===== src/cers_pkg.sv =====
// Package: constants, types and register map of the exception and reset sequencer
package cers_pkg;
  localparam logic [31:0] CERS_VEC_RESET = 32'h0000_0000;
  localparam logic [31:0] CERS_VEC_DABT = 32'h0000_0010;
  localparam logic [31:0] CERS_VEC_IRQ = 32'h0000_0018;
  localparam logic [31:0] CERS_VEC_FIQ = 32'h0000_001c;
  localparam logic [4:0] CERS_MODE_SVC = 5'h13;
  localparam logic [4:0] CERS_MODE_ABT = 5'h17;
  localparam logic [4:0] CERS_MODE_IRQ = 5'h12;
  localparam logic [4:0] CERS_MODE_FIQ = 5'h11;
  localparam int CERS_TSYNC_MAX = 3;
  localparam int CERS_TLDM = 20;
  localparam int CERS_TEXC = 3;
  localparam int CERS_TFIQ = 2;
  localparam int CERS_TSYNC_MIN = 2;
  localparam int CERS_LAT_MAX = CERS_TSYNC_MAX + CERS_TLDM + CERS_TEXC + CERS_TFIQ;
  localparam int CERS_LAT_MIN = CERS_TSYNC_MIN + CERS_TFIQ;
  localparam logic [31:0] CERS_STAT_RESET = 32'h0000_00d3;
  localparam logic [31:0] CERS_PC_STEP = 32'h0000_0004;
  // AXI4-Lite register offsets
  localparam logic [7:0] CERS_REG_CTRL = 8'h00;
  localparam logic [7:0] CERS_REG_STATUS = 8'h04;
  localparam logic [7:0] CERS_REG_FETCH = 8'h08;
  localparam logic [7:0] CERS_REG_LINK = 8'h0c;
  localparam logic [7:0] CERS_REG_SAVED = 8'h10;
  localparam logic [7:0] CERS_REG_EVENT = 8'h14;
  localparam logic [7:0] CERS_REG_MASK = 8'h18;
  localparam logic [7:0] CERS_REG_LAT = 8'h1c;
  localparam int CERS_EV_W = 4;
  localparam logic [1:0] CERS_RESP_OK = 2'h0;
  localparam logic [1:0] CERS_RESP_SLVERR = 2'h2;
  typedef enum logic [2:0] {
    CERS_RUN = 3'h0,
    CERS_DABT = 3'h1,
    CERS_FIQ = 3'h3,
    CERS_IRQ = 3'h2,
    CERS_HELD = 3'h6
  } cers_state_e;
  // Status word fields
  typedef struct packed {
    logic [23:0] flags;
    logic irq_mask;
    logic fiq_mask;
    logic t_state;
    logic [4:0] mode;
  } cers_status_s;
  // Event bits: dabt, fiq, irq, decode clash
  typedef struct packed {
    logic clash;
    logic irq;
    logic fiq;
    logic dabt;
  } cers_event_s;
endpackage


===== src/cers_sync.sv =====
// Request synchroniser with bypass for requests already synchronous
`timescale 1ns/10ps
`default_nettype none
module cers_sync #(
  parameter int WIDTH = 2
) (
  // Clock and reset
  input wire logic aclk,
  input wire logic aresetn,
  // Request lines, active low
  input wire logic [WIDTH-1:0] req_low,
  input wire logic sync_select_input,
  output logic [WIDTH-1:0] req_out_low
);
  logic [WIDTH-1:0] meta_r;
  logic [WIDTH-1:0] stab_r;
  logic [WIDTH-1:0] bypass_r;
  // Elaboration-time guard on the lane count
  if (WIDTH < 1) begin : g_width_check
    $error("cers_sync: WIDTH must be positive");
  end
  always_ff @(posedge aclk) begin
    if (!aresetn) begin
      meta_r <= '1;
      stab_r <= '1;
      bypass_r <= '1;
    end else begin
      meta_r <= req_low;
      stab_r <= meta_r;
      bypass_r <= req_low;
    end
  end
  // Asynchronous requests take the extra stage
  assign req_out_low = sync_select_input ? bypass_r : stab_r;
endmodule
`default_nettype wire


===== src/cers_decode.sv =====
// Trap decode: undefined versus software trap of an instruction word
`timescale 1ns/10ps
`default_nettype none
module cers_decode (
  // Instruction word
  input wire logic [31:0] instr,
  input wire logic instr_valid,
  // Traps
  output logic undef_trap,
  output logic swi_trap
);
  // Disjoint encodings: bits 27:24 all ones versus 27:25 011 with bit 4 set
  assign swi_trap = instr_valid && (instr[27:24] == 4'hf);
  assign undef_trap = instr_valid && (instr[27:25] == 3'h3) && instr[4];
endmodule
`default_nettype wire


===== src/cers_top.sv =====
// Exception arbitration and reset entry sequencer with AXI4-Lite registers
//
// The register addresses and register access over AXI4-Lite were decided locally.
`timescale 1ns/10ps
`default_nettype none
// Overview of operation
// - Undefined and software traps never both fire for one instruction.
// - Data abort plus enabled fast interrupt: abort entry, then fast entry directly.
// - Data abort outranks fast interrupt in arbitration.
// - Fast return resumes in abort mode at the fetch address saved at the data-abort boundary.
// - Worst fast latency is sync, load multiple, abort and fast entry; ends at 0x1c.
// - Terms are sync 3, load multiple 20, abort entry 3, fast entry 2.
// - Least latency is shortest sync plus fast entry: four cycles.
// - Normal interrupt latency has no fixed bound.
// - In reset, abandon the instruction and fetch incrementing word addresses.
// - On reset release copy fetch address and status to supervisor copies.
// - On release set supervisor mode, both masks, clear compressed state.
// - After release fetch from zero in the 32-bit state.
// - Serve reset, data abort, fast, normal, prefetch abort, then traps.
// - Asynchronous requests get one extra synchronising cycle.
// - With fast mask clear, sample fast request low at each instruction end.
// - Vectors: data abort 0x10, normal 0x18, fast 0x1c.
module cers_top
  import cers_pkg::*;
(
  // Clock and reset
  input wire logic aclk,
  input wire logic aresetn,
  // Core pins
  input wire logic core_reset_low,
  input wire logic fast_irq_request_low,
  input wire logic normal_irq_request_low,
  input wire logic sync_select_input,
  // Pipeline side
  input wire logic instr_end,
  input wire logic data_abort,
  input wire logic prefetch_abort,
  input wire logic [31:0] instr,
  input wire logic fiq_return,
  output logic [31:0] fetch_addr,
  output logic fetch_valid,
  output logic [31:0] current_status_word,
  output logic [31:0] supervisor_link_register,
  output logic [31:0] supervisor_saved_status,
  output logic [2:0] entry_kind,
  output logic undef_take,
  output logic swi_take,
  output logic pabt_take,
  output logic irq,
  // AXI4-Lite slave
  input wire logic [7:0] s_axi_awaddr,
  input wire logic s_axi_awvalid,
  output logic s_axi_awready,
  input wire logic [31:0] s_axi_wdata,
  input wire logic [3:0] s_axi_wstrb,
  input wire logic s_axi_wvalid,
  output logic s_axi_wready,
  output logic [1:0] s_axi_bresp,
  output logic s_axi_bvalid,
  input wire logic s_axi_bready,
  input wire logic [7:0] s_axi_araddr,
  input wire logic s_axi_arvalid,
  output logic s_axi_arready,
  output logic [31:0] s_axi_rdata,
  output logic [1:0] s_axi_rresp,
  output logic s_axi_rvalid,
  input wire logic s_axi_rready
);
  logic [1:0] req_low;
  logic undef_d, swi_d;
  cers_state_e state_r;
  logic [2:0] cnt_r;
  cers_status_s stat_r;
  logic [31:0] pc_r, lr_abt_r;
  logic reset_q_r, dabt_pend_r;
  logic ctrl_hold_r;
  cers_event_s ev_r, mask_r, ev_set;
  logic [7:0] lat_r, lat_cnt_r;
  logic fiq_seen_r;
  logic aw_done_r, w_done_r;
  logic [7:0] aw_r;
  logic [31:0] wd_r;

  cers_sync #(.WIDTH(2)) u_sync (
    .aclk(aclk),
    .aresetn(aresetn),
    .req_low({fast_irq_request_low, normal_irq_request_low}),
    .sync_select_input(sync_select_input),
    .req_out_low(req_low)
  );
  cers_decode u_dec (
    .instr(instr),
    .instr_valid(instr_end),
    .undef_trap(undef_d),
    .swi_trap(swi_d)
  );
  wire fiq_ok = !req_low[1] && !stat_r.fiq_mask;
  wire irq_ok = !req_low[0] && !stat_r.irq_mask && !ctrl_hold_r;
  wire in_reset = !core_reset_low;
  wire at_end = (state_r == CERS_RUN) && instr_end && !in_reset && !(fiq_return && dabt_pend_r);
  wire st_wr = aw_done_r && w_done_r && !s_axi_bvalid && (aw_r == CERS_REG_STATUS);
  // Arbitration and entry sequencing
  always_ff @(posedge aclk) begin
    if (!aresetn) begin
      state_r <= CERS_HELD;
      cnt_r <= 3'h0;
      stat_r <= CERS_STAT_RESET;
      pc_r <= CERS_VEC_RESET;
      lr_abt_r <= 32'h0;
      supervisor_link_register <= 32'h0;
      supervisor_saved_status <= 32'h0;
      reset_q_r <= 1'b1;
      dabt_pend_r <= 1'b0;
      entry_kind <= 3'h0;
      undef_take <= 1'b0;
      swi_take <= 1'b0;
      pabt_take <= 1'b0;
      fetch_valid <= 1'b0;
    end else begin
      reset_q_r <= in_reset;
      undef_take <= 1'b0;
      swi_take <= 1'b0;
      pabt_take <= 1'b0;
      fetch_valid <= 1'b1;
      if (in_reset) begin
        // Instruction abandoned; fetch walks word addresses
        state_r <= CERS_HELD;
        pc_r <= pc_r + CERS_PC_STEP;
        entry_kind <= 3'h0;
      end else if (reset_q_r) begin
        supervisor_link_register <= pc_r;
        supervisor_saved_status <= stat_r;
        stat_r.mode <= CERS_MODE_SVC;
        stat_r.irq_mask <= 1'b1;
        stat_r.fiq_mask <= 1'b1;
        stat_r.t_state <= 1'b0;
        pc_r <= CERS_VEC_RESET;
        state_r <= CERS_RUN;
        entry_kind <= 3'h1;
      end else begin
        if (st_wr) stat_r <= wd_r; // Software may open the masks; entries below win
        case (state_r)
          CERS_RUN: begin
            if (fiq_return && dabt_pend_r) begin
              pc_r <= lr_abt_r;
              stat_r.mode <= CERS_MODE_ABT;
              dabt_pend_r <= 1'b0;
            end else if (instr_end) begin
              pc_r <= pc_r + CERS_PC_STEP;
              if (data_abort) begin
                // Abort wins; a pending fast request follows it
                state_r <= CERS_DABT;
                cnt_r <= 3'(CERS_TEXC - 1);
                lr_abt_r <= pc_r;
              end else if (fiq_ok) begin
                state_r <= CERS_FIQ;
                cnt_r <= 3'(CERS_TFIQ - 1);
              end else if (irq_ok) begin
                // Normal requests wait behind an unmasked fast one at the same boundary
                state_r <= CERS_IRQ;
                cnt_r <= 3'(CERS_TFIQ - 1);
              end else if (prefetch_abort) begin
                pabt_take <= 1'b1;
              end else begin
                undef_take <= undef_d;
                swi_take <= swi_d;
              end
            end
          end
          CERS_DABT: begin
            if (cnt_r == 3'h0) begin
              pc_r <= CERS_VEC_DABT;
              stat_r.mode <= CERS_MODE_ABT;
              stat_r.irq_mask <= 1'b1;
              stat_r.t_state <= 1'b0;
              entry_kind <= 3'h2;
              if (fiq_ok) begin
                // No handler instruction between the two entries
                dabt_pend_r <= 1'b1;
                state_r <= CERS_FIQ;
                cnt_r <= 3'(CERS_TFIQ - 1);
              end else begin
                state_r <= CERS_RUN;
              end
            end else begin
              cnt_r <= cnt_r - 3'h1;
            end
          end
          CERS_FIQ, CERS_IRQ: begin
            if (cnt_r == 3'h0) begin
              state_r <= CERS_RUN;
              stat_r.irq_mask <= 1'b1;
              stat_r.t_state <= 1'b0;
              if (state_r == CERS_FIQ) begin
                pc_r <= CERS_VEC_FIQ;
                stat_r.mode <= CERS_MODE_FIQ;
                stat_r.fiq_mask <= 1'b1;
                entry_kind <= 3'h3;
              end else begin
                pc_r <= CERS_VEC_IRQ;
                stat_r.mode <= CERS_MODE_IRQ;
                entry_kind <= 3'h4;
              end
            end else begin
              cnt_r <= cnt_r - 3'h1;
            end
          end
          default: state_r <= CERS_RUN;
        endcase
      end
    end
  end
  assign fetch_addr = pc_r;
  assign current_status_word = stat_r;
  // Measured fast latency, request seen low to vector
  always_ff @(posedge aclk) begin
    if (!aresetn) begin
      lat_r <= 8'h0;
      lat_cnt_r <= 8'h0;
      fiq_seen_r <= 1'b0;
    end else if (!fast_irq_request_low && !fiq_seen_r && !stat_r.fiq_mask) begin
      fiq_seen_r <= 1'b1;
      lat_cnt_r <= 8'h1;
    end else if (fiq_seen_r) begin
      lat_cnt_r <= lat_cnt_r + 8'h1;
      if (state_r == CERS_FIQ && cnt_r == 3'h0) begin
        lat_r <= lat_cnt_r + 8'h1;
        fiq_seen_r <= 1'b0;
      end
    end
  end
  // Sticky events, set beats a read clear
  always_comb begin
    ev_set = '0;
    ev_set.dabt = (state_r == CERS_DABT) && (cnt_r == 3'h0);
    ev_set.fiq = (state_r == CERS_FIQ) && (cnt_r == 3'h0);
    ev_set.irq = (state_r == CERS_IRQ) && (cnt_r == 3'h0);
    ev_set.clash = undef_d && swi_d;
  end
  wire rd_go = s_axi_arvalid && s_axi_arready;
  wire wr_go = aw_done_r && w_done_r && !s_axi_bvalid;
  always_ff @(posedge aclk) begin
    if (!aresetn) begin
      ev_r <= '0;
      irq <= 1'b0;
    end else begin
      ev_r <= ((rd_go && s_axi_araddr == CERS_REG_EVENT) ? '0 : ev_r) | ev_set;
      irq <= |(ev_r & ~mask_r);
    end
  end
  // Write channel
  always_ff @(posedge aclk) begin
    if (!aresetn) begin
      aw_done_r <= 1'b0;
      w_done_r <= 1'b0;
      aw_r <= 8'h0;
      wd_r <= 32'h0;
      s_axi_bvalid <= 1'b0;
      s_axi_bresp <= CERS_RESP_OK;
      mask_r <= '0;
      ctrl_hold_r <= 1'b0;
    end else begin
      if (s_axi_awvalid && s_axi_awready) begin
        aw_done_r <= 1'b1;
        aw_r <= s_axi_awaddr;
      end
      if (s_axi_wvalid && s_axi_wready) begin
        w_done_r <= 1'b1;
        wd_r <= s_axi_wdata;
      end
      if (s_axi_bvalid && s_axi_bready) s_axi_bvalid <= 1'b0;
      if (wr_go) begin
        aw_done_r <= 1'b0;
        w_done_r <= 1'b0;
        s_axi_bvalid <= 1'b1;
        s_axi_bresp <= CERS_RESP_OK;
        case (aw_r)
          CERS_REG_CTRL: ctrl_hold_r <= wd_r[0];
          CERS_REG_MASK: mask_r <= wd_r[CERS_EV_W-1:0];
          CERS_REG_STATUS, CERS_REG_FETCH, CERS_REG_LINK,
          CERS_REG_SAVED, CERS_REG_EVENT, CERS_REG_LAT: ;
          default: s_axi_bresp <= CERS_RESP_SLVERR;
        endcase
      end
    end
  end
  assign s_axi_awready = !aw_done_r && !s_axi_bvalid;
  assign s_axi_wready = !w_done_r && !s_axi_bvalid;
  // Read channel
  always_ff @(posedge aclk) begin
    if (!aresetn) begin
      s_axi_rvalid <= 1'b0;
      s_axi_rdata <= 32'h0;
      s_axi_rresp <= CERS_RESP_OK;
    end else if (rd_go) begin
      s_axi_rvalid <= 1'b1;
      s_axi_rresp <= CERS_RESP_OK;
      case (s_axi_araddr)
        CERS_REG_CTRL: s_axi_rdata <= {31'h0, ctrl_hold_r};
        CERS_REG_STATUS: s_axi_rdata <= stat_r;
        CERS_REG_FETCH: s_axi_rdata <= pc_r;
        CERS_REG_LINK: s_axi_rdata <= supervisor_link_register;
        CERS_REG_SAVED: s_axi_rdata <= supervisor_saved_status;
        CERS_REG_EVENT: s_axi_rdata <= {28'h0, ev_r};
        CERS_REG_MASK: s_axi_rdata <= {28'h0, mask_r};
        CERS_REG_LAT: s_axi_rdata <= {24'h0, lat_r};
        default: begin
          s_axi_rdata <= 32'h0;
          s_axi_rresp <= CERS_RESP_SLVERR;
        end
      endcase
    end else if (s_axi_rready) begin
      s_axi_rvalid <= 1'b0;
    end
  end
  assign s_axi_arready = !s_axi_rvalid;
  a_abort_then_fiq: assert property (@(posedge aclk) disable iff (!aresetn)
    (state_r == CERS_DABT && cnt_r == 3'h0 && fiq_ok && core_reset_low && !reset_q_r)
    |=> (state_r == CERS_FIQ));
  a_abort_first: assert property (@(posedge aclk) disable iff (!aresetn)
    (at_end && data_abort) |=> (state_r == CERS_DABT));
  a_fiq_vector: assert property (@(posedge aclk) disable iff (!aresetn)
    (state_r == CERS_FIQ && cnt_r == 3'h0 && core_reset_low && !reset_q_r)
    |=> (pc_r == CERS_VEC_FIQ && stat_r.fiq_mask));
  a_dabt_length: assert property (@(posedge aclk) disable iff (!aresetn)
    (at_end && data_abort) ##1 core_reset_low[*3] |=> (pc_r == CERS_VEC_DABT));
  a_reset_walk: assert property (@(posedge aclk) disable iff (!aresetn)
    (!core_reset_low && $past(!core_reset_low)) |=> (pc_r == $past(pc_r) + CERS_PC_STEP));
  a_reset_entry: assert property (@(posedge aclk) disable iff (!aresetn)
    (reset_q_r && core_reset_low) |=>
    (stat_r.mode == CERS_MODE_SVC && stat_r.irq_mask && stat_r.fiq_mask && !stat_r.t_state));
  a_reset_fetch: assert property (@(posedge aclk) disable iff (!aresetn)
    (reset_q_r && core_reset_low) |=> (pc_r == CERS_VEC_RESET && state_r == CERS_RUN));
  a_trap_excl: assert property (@(posedge aclk) disable iff (!aresetn)
    !(undef_take && swi_take));
  a_fiq_return: assert property (@(posedge aclk) disable iff (!aresetn)
    (state_r == CERS_RUN && fiq_return && dabt_pend_r && core_reset_low && !reset_q_r)
    |=> (pc_r == $past(lr_abt_r)));
endmodule
`default_nettype wire


===== config.mk =====
export PLATFORM = sky130hd
export DESIGN_NAME = cers_top
export DESIGN_NICKNAME = d
export VERILOG_FILES = /design/src/cers_pkg.sv /design/src/cers_sync.sv /design/src/cers_decode.sv /design/src/cers_top.sv
export SDC_FILE = /design/constraint.sdc
export NUM_CORES = 1
export LEC_CHECK = 0
export BUFFER_PORTS_ARGS = -buffer_cell sky130_fd_sc_hd__buf_4
export CORE_UTILIZATION = 45
export DETAILED_ROUTE_END_ITERATION = 8
export PLACE_DENSITY = 0.72
export REMOVE_ABC_BUFFERS = 1
export SLEW_MARGIN = 20
export SYNTH_ARGS = -nofsm -noshare
export SYNTH_HDL_FRONTEND = slang
export SYNTH_SLANG_ARGS = --single-unit

===== constraint.sdc =====
create_clock -name aclk -period 1.8 [get_ports aclk]
set_input_delay 0.36 -clock aclk [delete_from_list [all_inputs] [get_ports aclk]]
set_output_delay 0.36 -clock aclk [all_outputs]
set_load 0.03 [all_outputs]

==> results by group, run 1 <==
Outcome
  – Status: complete, but fails checks
  – Failing checks: setup timing

Routing
  – Initial DRC count: between 1000 and 1500
  – Post-DR vias/cell: approximately 6
  – Wire length per cell: between 20 and 25 um
  – Post-DRT Antenna Nets: 0
  – Final wirelength: around 51 mm
  – Pre-Repair DR Iteration Count: 7
  – Routed vias: roughly 14000
  – Post-route DRC: 0

Synth
  – Post-Synthesis Cells: 1555
  – Avg Inst Size Synth: a little under 8 um^2
  – Syn Std Cell Area: around 12000 um^2
  – Synth area leaders: dfxtp_1, nand2_1, a21oi_1
  – Seq/Total Area, Yosys: 46.38%
  – Number of synthesized flops with an enable pin: 0
  – Unique masters post-synth: 81
  – Yosys reg bits: approximately 280
  – Top-area cell type share of the netlist area: a little under half
  – Ys async rst share: 0%
  – Ys flop type: dfxtp_1
  – Warnings, synthesis: 0
  – Synth area leader: dfxtp_1

Placed design
  – GP Congestion: between 0.9 and 1
  – Post-DP HPWL: ~28 mm
  – Port Buffers: between 200 and 250
  – Pre-CTS WS: -0.2355 ns

STA
  – Highest clock rate: between 400 and 500 MHz
  – Worst Tran Pin Value: ~0.73 ns
  – Minimum clock period: between 2 and 2.5 ns
  – Fin worst setup slack: -0.3012 ns
  – Rel. slew slack: 50.69%
  – Final setup fails: between 90 and 100
  – RSZ-0062 raised after global routing: yes
  – Hold WS: roughly 0.025 ns
  – TNS Setup: -15.18 ns
  – Slew Viols, Final: 0
  – Final Hold Viols: 0
  – Crit share post-route: 116.7%
  – Clock skew: approximately 0.012 ns

Worst hold path
  – Worst Hold Class: in -> reg
  – Hold path cells: 2

Pwr
  – Worst VDD drop: between 600 and 700 uV
  – Leak: roughly 7.3 nW
  – Power density over the cells: 766.3 nW/um^2

Setup path
  – Crit start category: flop
  – Worst reg2reg path startpoint: dabt_pend_r
  – Worst-path fanout max: 7
  – Data arrival time of the worst path: 2.59 ns
  – R2R depth: 9
  – Setup CP Type: reg -> reg
  – Critical path endpoint category: flop
  – CP required: ~2.3 ns
  – Critical Path End: fetch_addr[14]
  – Reg2reg setup slack: -0.30 ns
  – Crit path from: dabt_pend_r
  – RR Endpoint: fetch_addr[14]

Cells and area
  – # nets final: about 2000
  – Commonest non-fill, non-tap cell in the layout: buf_4
  – Most frequent cells in the layout: buf_4, nand2_1, dfxtp_1, a21oi_1, nor2_1
  – Proportion of layout cells with a drive suffix above 1: roughly two fifths
  – Diode count: 0
  – Synth-to-Final Area Change: 53.37%

CTS
  – Clock root cell: clkbuf_16
  – CTS buffer count: 30
  – CTS tree: built
  – Htree depth: 1
  – Clk buf depth: 3
  – CTS Sinks: roughly 280
  – Worst-Skew Late Latency: around 0.56 ns
  – Reg clk slew, reported paths: around 0.070 ns

Die
  – Row count: 60
  – Die Width: between 150 and 200 um
  – Die area: 27900 um^2
  – Core area: 26800 um^2
  – Io pins: roughly 280
  – Die Ht: between 150 and 200 um
  – Initial Util: between 40 and 50%

Job
  – Max Cap Violations: 0

Global route
  – Vias in the first global route: ~13000
  – Initial antenna violation count: 0
  – First-pass GRT wire length: 70.40 mm
  – Total gr overflow: 0
  – Largest net degree at the start of global routing: 75
  – GR Util All Layers: about a third
==> final cells by class <==
type / instances / area (um^2)
multi-input combinational: 1136 / 7348
clock buffer: 36 / 824.5
inverter: 17 / 68.82
timing repair buffer: 474 / 4205
tap: 341 / 426.7
sequential: 284 / 5704
fill: 1878 / 8000
clock inverter: 20 / 222.7
==> worst min path at each step <==
stage | from | to | slack [ns]
floorplan | aresetn | fetch_valid | 0.39
global placement | u_sync.meta_r[0] | u_sync.stab_r[0] | 0.42
detailed placement | u_sync.meta_r[0] | u_sync.stab_r[0] | 0.44
CTS | instr[24] | swi_take | 0.01
global route | prefetch_abort | pabt_take | 0.03
finish | prefetch_abort | pabt_take | 0.02
==> per-layer routing <==
metal | track usage, % | vias to the layer above | wire length, um
met5 | 0 | - | 0
met4 | 17.39 | 0 | 3329
met3 | 5.561 | 269 | 5135
met2 | 52.59 | 888 | 23530
met1 | 38.70 | 6576 | 18610
li1 | - | 6200 | -
==> worst max-delay path, cell delays in order (launching register included) <==
cell	delay (ns)
dfxtp_1	0.38
and2_1	0.38
nor3_4	0.08
buf_6	0.13
o21ai_4	0.30
buf_6	0.15
buf_6	0.10
nand2_8	0.06
a311oi_2	0.26
a31o_1	0.18
==> synthesized netlist by cell type (7+ instances only) <==
master,n
a211oi_1,14
a21oi_1,221
a221oi_1,31
a22o_1,29
a22oi_1,13
and3_1,12
buf_2,31
clkbuf_1,78
dfxtp_1,284
inv_1,16
mux2i_1,12
nand2_1,434
nand2b_1,13
nand3_1,23
nand3b_1,8
nand4_1,8
nor2_1,68
nor2b_1,8
nor3_1,30
nor4_1,7
o21ai_0,55
o21ai_1,16
o31ai_1,10
xor2_1,7
==> cell families after synthesis <==
family          share of synthesized area [%]
xor+xnor                               0.8574
mux                                     1.256
other cells                           0.03059
fa+ha+maj                              0.4083
simple gates                            23.92
flops                                   46.38
buf+inv                                 4.787
compound gates                          22.36
==> metrics by stage <==
step           area [um^2]  util (%)  total power [mW]  cells
2_1_floorplan        11740         -             7.068   1436
3_3_place_gp         15540     57.97             7.670   2189
3_5_place_dp         15540     57.97             7.687   2189
4_1_cts              17780     66.35             14.27   2291
5_1_grt              18800     70.15             14.78   2308
6_report             18800     70.15             14.41   2308
==> state kept, by name, indices dropped and copies added, names as in the netlist, 2 cells and up <==
signal and count:
mask_r 4, entry_kind 3, aw_r 8, wd_r 32, fetch_addr 32, state_r 3
cnt_r 3, supervisor_link_register 32, lat_cnt_r 8, lat_r 8, ev_r 4, u_sync.meta_r 2
lr_abt_r 32, supervisor_saved_status 32, u_sync.stab_r 2, current_status_word 32, s_axi_rdata 32
==> timing repair <==
item,CTS,global route
resized for setup,166,229
hold endpoints to repair,4,0
setup buffers,30,23
pin swaps,71,112
gates cloned,13,3
hold buffers,4,0
endpoints found under the setup margin,100,105
==> power breakdown <==
| group | leakage [nW] | switching (mW) | total [mW] | internal [mW] |
|---|---|---|---|---|
| clock network | 0.516 | 2.72 | 6.58 | 3.86 |
| logic | 4.52 | 0.808 | 1.36 | 0.550 |
| registers | 2.31 | 0.0837 | 6.47 | 6.38 |
Note: power is estimated with default switching activity, not from simulation.
==> inputs of run 2 (changes only) <==
- SKIP_LAST_GASP: unset -> 1
==> results by group, run 2 (synthesis gave the netlist of run 1 again) <==
Outcome
  – Status: complete, but fails checks
  – Failing checks: setup timing

Setup path
  – Setup CP Type: reg -> reg
  – Cell-by-cell listing of the critical path: or4_4 > nor4_4 > buf_4 > mux2_2 > a222oi_1 > nor2_1
  – Crit start category: flop
  – Critical path's largest stage delay: roughly 0.57 ns
  – Worst-path fanout max: 3
  – Critical path endpoint category: flop
  – Data arrival time of the worst path: 2.49 ns
  – Reg2reg setup slack: -0.26 ns
  – Worst reg2reg path startpoint: aw_r[0]
  – WP buf/inv: 1
  – R2R depth: 6
  – Crit path max-delay cell type: or4_4
  – RR Endpoint: current_status_word[2]
  – Worst path top cell family by delay: simple AND/OR/NAND/NOR gates
  – CP required: around 2.2 ns

Routing
  – Wire length per cell: 20.60 um
  – Post-DRT Antenna Nets: 0
  – Initial DRC count: between 1000 and 1500
  – Pre-Repair DR Iteration Count: 6
  – Post-route DRC: 0
  – Post-DR vias/cell: slightly below 6
  – Final wirelength: about 47 mm
  – Routed vias: around 14000

STA
  – Minimum clock period: 2.058 ns
  – Highest clock rate: about 500 MHz
  – Fin worst setup slack: -0.2577 ns
  – Worst Tran Pin Value: 0.5354 ns
  – Rel. slew slack: around 64%
  – Hold WS: around 0.033 ns
  – Final Hold Viols: 0
  – Final setup fails: 98
  – Slew Viols, Final: 0
  – Clock skew: between 0.01 and 0.015 ns
  – RSZ-0062 raised after global routing: yes
  – Crit share post-route: 114.3%

Pwr
  – Total Power: about 14 mW
  – Leak: roughly 7.3 nW
  – Worst VDD drop: ~660 uV
  – Power density over the cells: about 780 nW/um^2

CTS
  – CTS tree: built
  – Reg clk slew, reported paths: 0.07 ns
  – Htree depth: 1
  – CTS buffer count: 30
  – Worst-Skew Late Latency: 0.55 ns
  – CTS Sinks: about 280
  – Clk buf depth: 3
  – Clock root cell: clkbuf_16

Global route
  – First-pass GRT wire length: between 70 and 80 mm
  – Initial antenna violation count: 0
  – Total gr overflow: 0
  – Vias in the first global route: between 10000 and 15000
  – GR Util All Layers: between 30% and 40%
  – Largest net degree at the start of global routing: 75

Die
  – Die area: between 20000 and 30000 um^2
  – Core area: 26800 um^2
  – Die Width: around 170 um
  – Initial Util: 45.74%
  – Row count: 60
  – Io pins: 276
  – Die Ht: 167.0 um

Placed design
  – GP Congestion: between 0.9 and 1
  – Pre-CTS WS: -0.2355 ns
  – Post-DP HPWL: 28.00 mm
  – Port Buffers: 242

Cells and area
  – Fin util: between 60 and 70%
  – Diode count: 0
  – Most frequent cells in the layout: buf_4, nand2_1, dfxtp_1, a21oi_1, nor2_1
  – Synth-to-Final Area Change: 51.08%
  – Proportion of layout cells with a drive suffix above 1: between 30% and 40%
  – # nets final: 2037
  – Fillers: between 1500 and 2000
  – Commonest non-fill, non-tap cell in the layout: buf_4

Worst hold path
  – Hold path cells: 2
  – Hold Crit Start: prefetch_abort
  – Worst Hold Path EP: pabt_take
  – Worst Hold Class: in -> reg

Job
  – Max Cap Violations: 0
==> run 2: worst max-delay path by stage <==
stage                     slack [ns]                 endpoint  depth (start not counted)       startpoint
after floorplan                -1.69           s_axi_rdata[0]                          5          aresetn
after global placement         -0.20          s_axi_rdata[23]                          8  s_axi_araddr[5]
after detailed placement       -0.24   current_status_word[2]                          6          aw_r[0]
after CTS                      -0.20  current_status_word[17]                         10          aw_r[0]
after global routing           -0.35   current_status_word[2]                          6          aw_r[0]
final                          -0.26   current_status_word[2]                          6          aw_r[0]
==> run 2: routing by layer <==
metal  global-route usage, %  share of wire [%]  up-vias  wire, um
li1                        -                  -     6183         -
met4                   15.34                4.7        0      2224
met5                       0                  0        -         0
met1                   38.73                 39     6516     18390
met3                   5.585                8.8      175      4179
met2                   53.14                 48      759     22570
==> run 2: metrics by stage <==
stage               cell area [um^2]  TNS (ns)  cells
floorplan                      11740   -190.13   1436
global placement               15540    -10.22   2189
detailed placement             15540    -14.34   2189
CTS                            17690    -8.247   2291
global route                   18520    -18.61   2299
finish                         18520    -14.48   2299
==> run 2: cell type report <==
| cell class | instances | area, um^2 | share of cell area, % |
|---|---|---|---|
| clock inverters | 20 | 222.7 | 1.203 |
| inverters | 17 | 68.82 | 0.3716 |
| clock buffers | 36 | 824.5 | 4.452 |
| multi-input cells | 1136 | 7164 | 38.69 |
| repair buffers | 465 | 4108 | 22.18 |
| flip-flops and latches | 284 | 5704 | 30.80 |
| well taps | 341 | 426.7 | 2.304 |
==> run 2: what timing repair did <==
| item | CTS | global route |
|---|---|---|
| setup endpoints to repair | 100 | 108 |
| pin swaps | 56 | 108 |
| endpoints found under the hold margin | 4 | 0 |
| buffers inserted | 30 | 14 |
| cloned | 13 | 3 |
| hold buffers | 4 | 0 |
| gates resized for setup | 135 | 207 |
==> run 2: where the power goes <==
| part | leakage (nW) | switching [mW] | internal (mW) |
|---|---|---|---|
| clock network | 0.516 | 2.71 | 3.86 |
| registers | 2.31 | 0.0826 | 6.38 |
| logic | 4.44 | 0.783 | 0.536 |
==> inputs of run 3 (changes only) <==
- ABC_AREA: unset -> 1
- PLACE_DENSITY: 0.72 -> 0.78
==> results by group, run 3 <==
CTS
  – Clk buf depth: 3
  – CTS buffer count: 30
  – CTS tree: built
  – Clock root cell: clkbuf_16
  – CTS Sinks: 284
  – Worst-Skew Late Latency: 0.56 ns
  – Reg clk slew, reported paths: about 0.060 ns
  – Htree depth: 1

Pwr
  – Total Power: around 15 mW
  – Worst VDD drop: between 600 and 700 uV
  – Power density over the cells: between 800 and 900 nW/um^2
  – Leak: ~6.9 nW

Synth
  – Ys flop type: dfxtp_1
  – Yosys reg bits: between 200 and 300
  – Compound-Gate Fraction of Synth Area: between 20 and 25%
  – Ys async rst share: 0%
  – Synth area leaders: dfxtp_1, o21ai_0, nand2_1
  – Number of synthesized flops with an enable pin: 0
  – Top-area cell type share of the netlist area: a little over two fifths
  – Post-Synthesis Cells: ~1800
  – Post-Synth Simple-Gate Area: ~24%
  – Post-synthesis mux area share: 0%
  – Synth area leader: dfxtp_1
  – Unique masters post-synth: 44
  – Synth cell count leaders: nand2_1, dfxtp_1, o21ai_0
  – Seq/Total Area, Yosys: 43.98%
  – Syn Std Cell Area: 12930 um^2
  – Most frequent cell after synthesis: nand2_1
  – Avg Inst Size Synth: a little over 7 um^2
  – XOR/XNOR Fraction of Synth Area: less than 1%
  – Warnings, synthesis: 0
  – Largest family of logic cells by synthesized area: simple AND/OR/NAND/NOR gates
  – Post-Synth Adder-Cell Area: less than 1%

Global route
  – Vias in the first global route: between 10000 and 15000
  – Total gr overflow: 0
  – Initial antenna violation count: 0
  – First-pass GRT wire length: approximately 65 mm
  – Largest net degree at the start of global routing: 67
  – GR Util All Layers: between 20% and 30%

Setup path
  – Crit path max-delay cell type: dfxtp_2
  – Crit path from: state_r[0]
  – R2R depth: 10
  – Cell-by-cell listing of the critical path: inv_1 > nand2_4 > inv_1 > nand2_1 > nand2_1 > nor2_4 > nand3_1 > buf_4 > o21ai_0 > nor2_1
  – Worst-path fanout max: 8
  – Reg2reg setup slack: approximately 0.078 ns
  – Worst path top cell family by delay: simple AND/OR/NAND/NOR gates
  – CP required: 2.25 ns
  – Critical Path End: fetch_addr[1]
  – Critical path's largest stage delay: 0.38 ns
  – WP buf/inv: 3
  – Worst reg2reg path startpoint: state_r[0]
  – Crit start category: flop
  – Data arrival time of the worst path: between 2 and 2.5 ns
  – WP depth: 10
  – RR Endpoint: fetch_addr[1]
  – Critical path endpoint category: flop
  – Setup CP Type: reg -> reg

Die
  – Io pins: 276
  – Initial Util: a little under half
  – Core area: around 28000 um^2
  – Die area: between 20000 and 30000 um^2
  – Die Ht: roughly 170 um
  – Die Width: between 150 and 200 um
  – Row count: 61

Cells and area
  – Synth-to-Final Area Change: 31.25%
  – Fin util: around three fifths
  – Non-filler cells, final: about 2500
  – Proportion of layout cells with a drive suffix above 1: between 20% and 30%
  – Multi-input logic area: 6216 um^2
  – # nets final: about 2200
  – Post-route cell area: roughly 17000 um^2
  – Most frequent cells in the layout: nand2_1, buf_4, dfxtp_1, o21ai_0, nor2_1
  – Diode count: 0
  – Fillers: approximately 2600
  – Commonest non-fill, non-tap cell in the layout: nand2_1
  – Register Area: 5689 um^2

Routing
  – Initial DRC count: 1268
  – Post-route DRC: 0
  – Met3 WL post-DR: between 3 and 4 mm
  – Max layer used: met4
  – Met2 wire len: around 19 mm
  – Post-DRT Antenna Nets: 0
  – Routed vias: 13486
  – Wl on met1: about 19 mm
  – Post-DR vias/cell: 5.390
  – Wire length per cell: around 17 um
  – Pre-Repair DR Iteration Count: 5
  – Final wirelength: ~42 mm

Placed design
  – Port Buffers: between 200 and 250
  – Pre-CTS WS: -0.02374 ns
  – Area after DPL: about 16000 um^2
  – GP Congestion: 0.9273
  – Placed cell count: 2442
  – Post-DP HPWL: roughly 30 mm

Outcome
  – Status: complete, no violations

Worst hold path
  – Worst Hold Class: in -> reg
  – Hold path cells: 3

STA
  – RSZ-0062 raised after global routing: yes
  – Rel. slew slack: a little over three fifths
  – Hold WS: 0.04715 ns
  – Final setup fails: 0
  – Final Hold Viols: 0
  – Worst Tran Pin Value: between 0.5 and 0.6 ns
  – Fin worst setup slack: about 0.078 ns
  – Slew Viols, Final: 0
  – Minimum clock period: about 1.7 ns
  – Highest clock rate: around 580 MHz
  – Crit share post-route: 95.67%
  – TNS Setup: 0 ns
  – Clock skew: approximately 0.0092 ns

Job
  – Max Cap Violations: 0
==> run 3: what timing repair did <==
item                                   in CTS  in global routing
resized for setup                           1                 28
gates cloned                                0                  1
buffers inserted                            0                  5
hold buffers                                1                  0
setup endpoints to repair                   6                 61
pin swaps                                   0                  3
endpoints found under the hold margin       1                  0
==> run 3: logic make-up after synthesis <==
family          Yosys count
simple gates            750
flops                   284
compound gates          518
other cells               1
xor+xnor                 12
fa+ha+maj                 4
buf+inv                 261
==> run 3: where the power goes <==
part	switching, mW	total [mW]	leakage (nW)	internal [mW]
Combinational	1.04	1.64	4.13	0.596
Sequential	0.180	6.70	2.32	6.52
Clock	2.53	6.46	0.501	3.93
Total	3.75	14.8	6.95	11.0
==> run 3: tightest hold or removal path, stage by stage <==
cell     delay [ns]
buf_4          0.07
inv_1          0.07
nand2_1        0.06
==> run 3: metal layers <==
metal,vias up,global-route usage [%]
li1,6599,-
met1,6265,38.31
met2,554,44.41
met3,68,5.890
met4,0,7.104
met5,-,0
==> run 3: layout make-up <==
| class | instances | area share (%) |
|---|---|---|
| sequential | 284 | 33.53 |
| inverter | 155 | 3.518 |
| tap | 378 | 2.788 |
| timing repair buffer | 346 | 17.39 |
| clock inverter | 7 | 0.6933 |
| clock buffer | 46 | 5.436 |
| multi-input combinational | 1286 | 36.64 |
==> run 3: worst min path at each step <==
stage | start | slack, ns | end
after floorplan | aresetn | 0.39 | fetch_valid
after global placement | u_sync.meta_r[1] | 0.42 | u_sync.stab_r[1]
after detailed placement | u_sync.meta_r[1] | 0.43 | u_sync.stab_r[1]
final | fast_irq_request_low | 0.05 | u_sync.meta_r[1]
after global routing | s_axi_wdata[26] | 0.05 | wd_r[26]
after CTS | fast_irq_request_low | 0.04 | u_sync.meta_r[1]
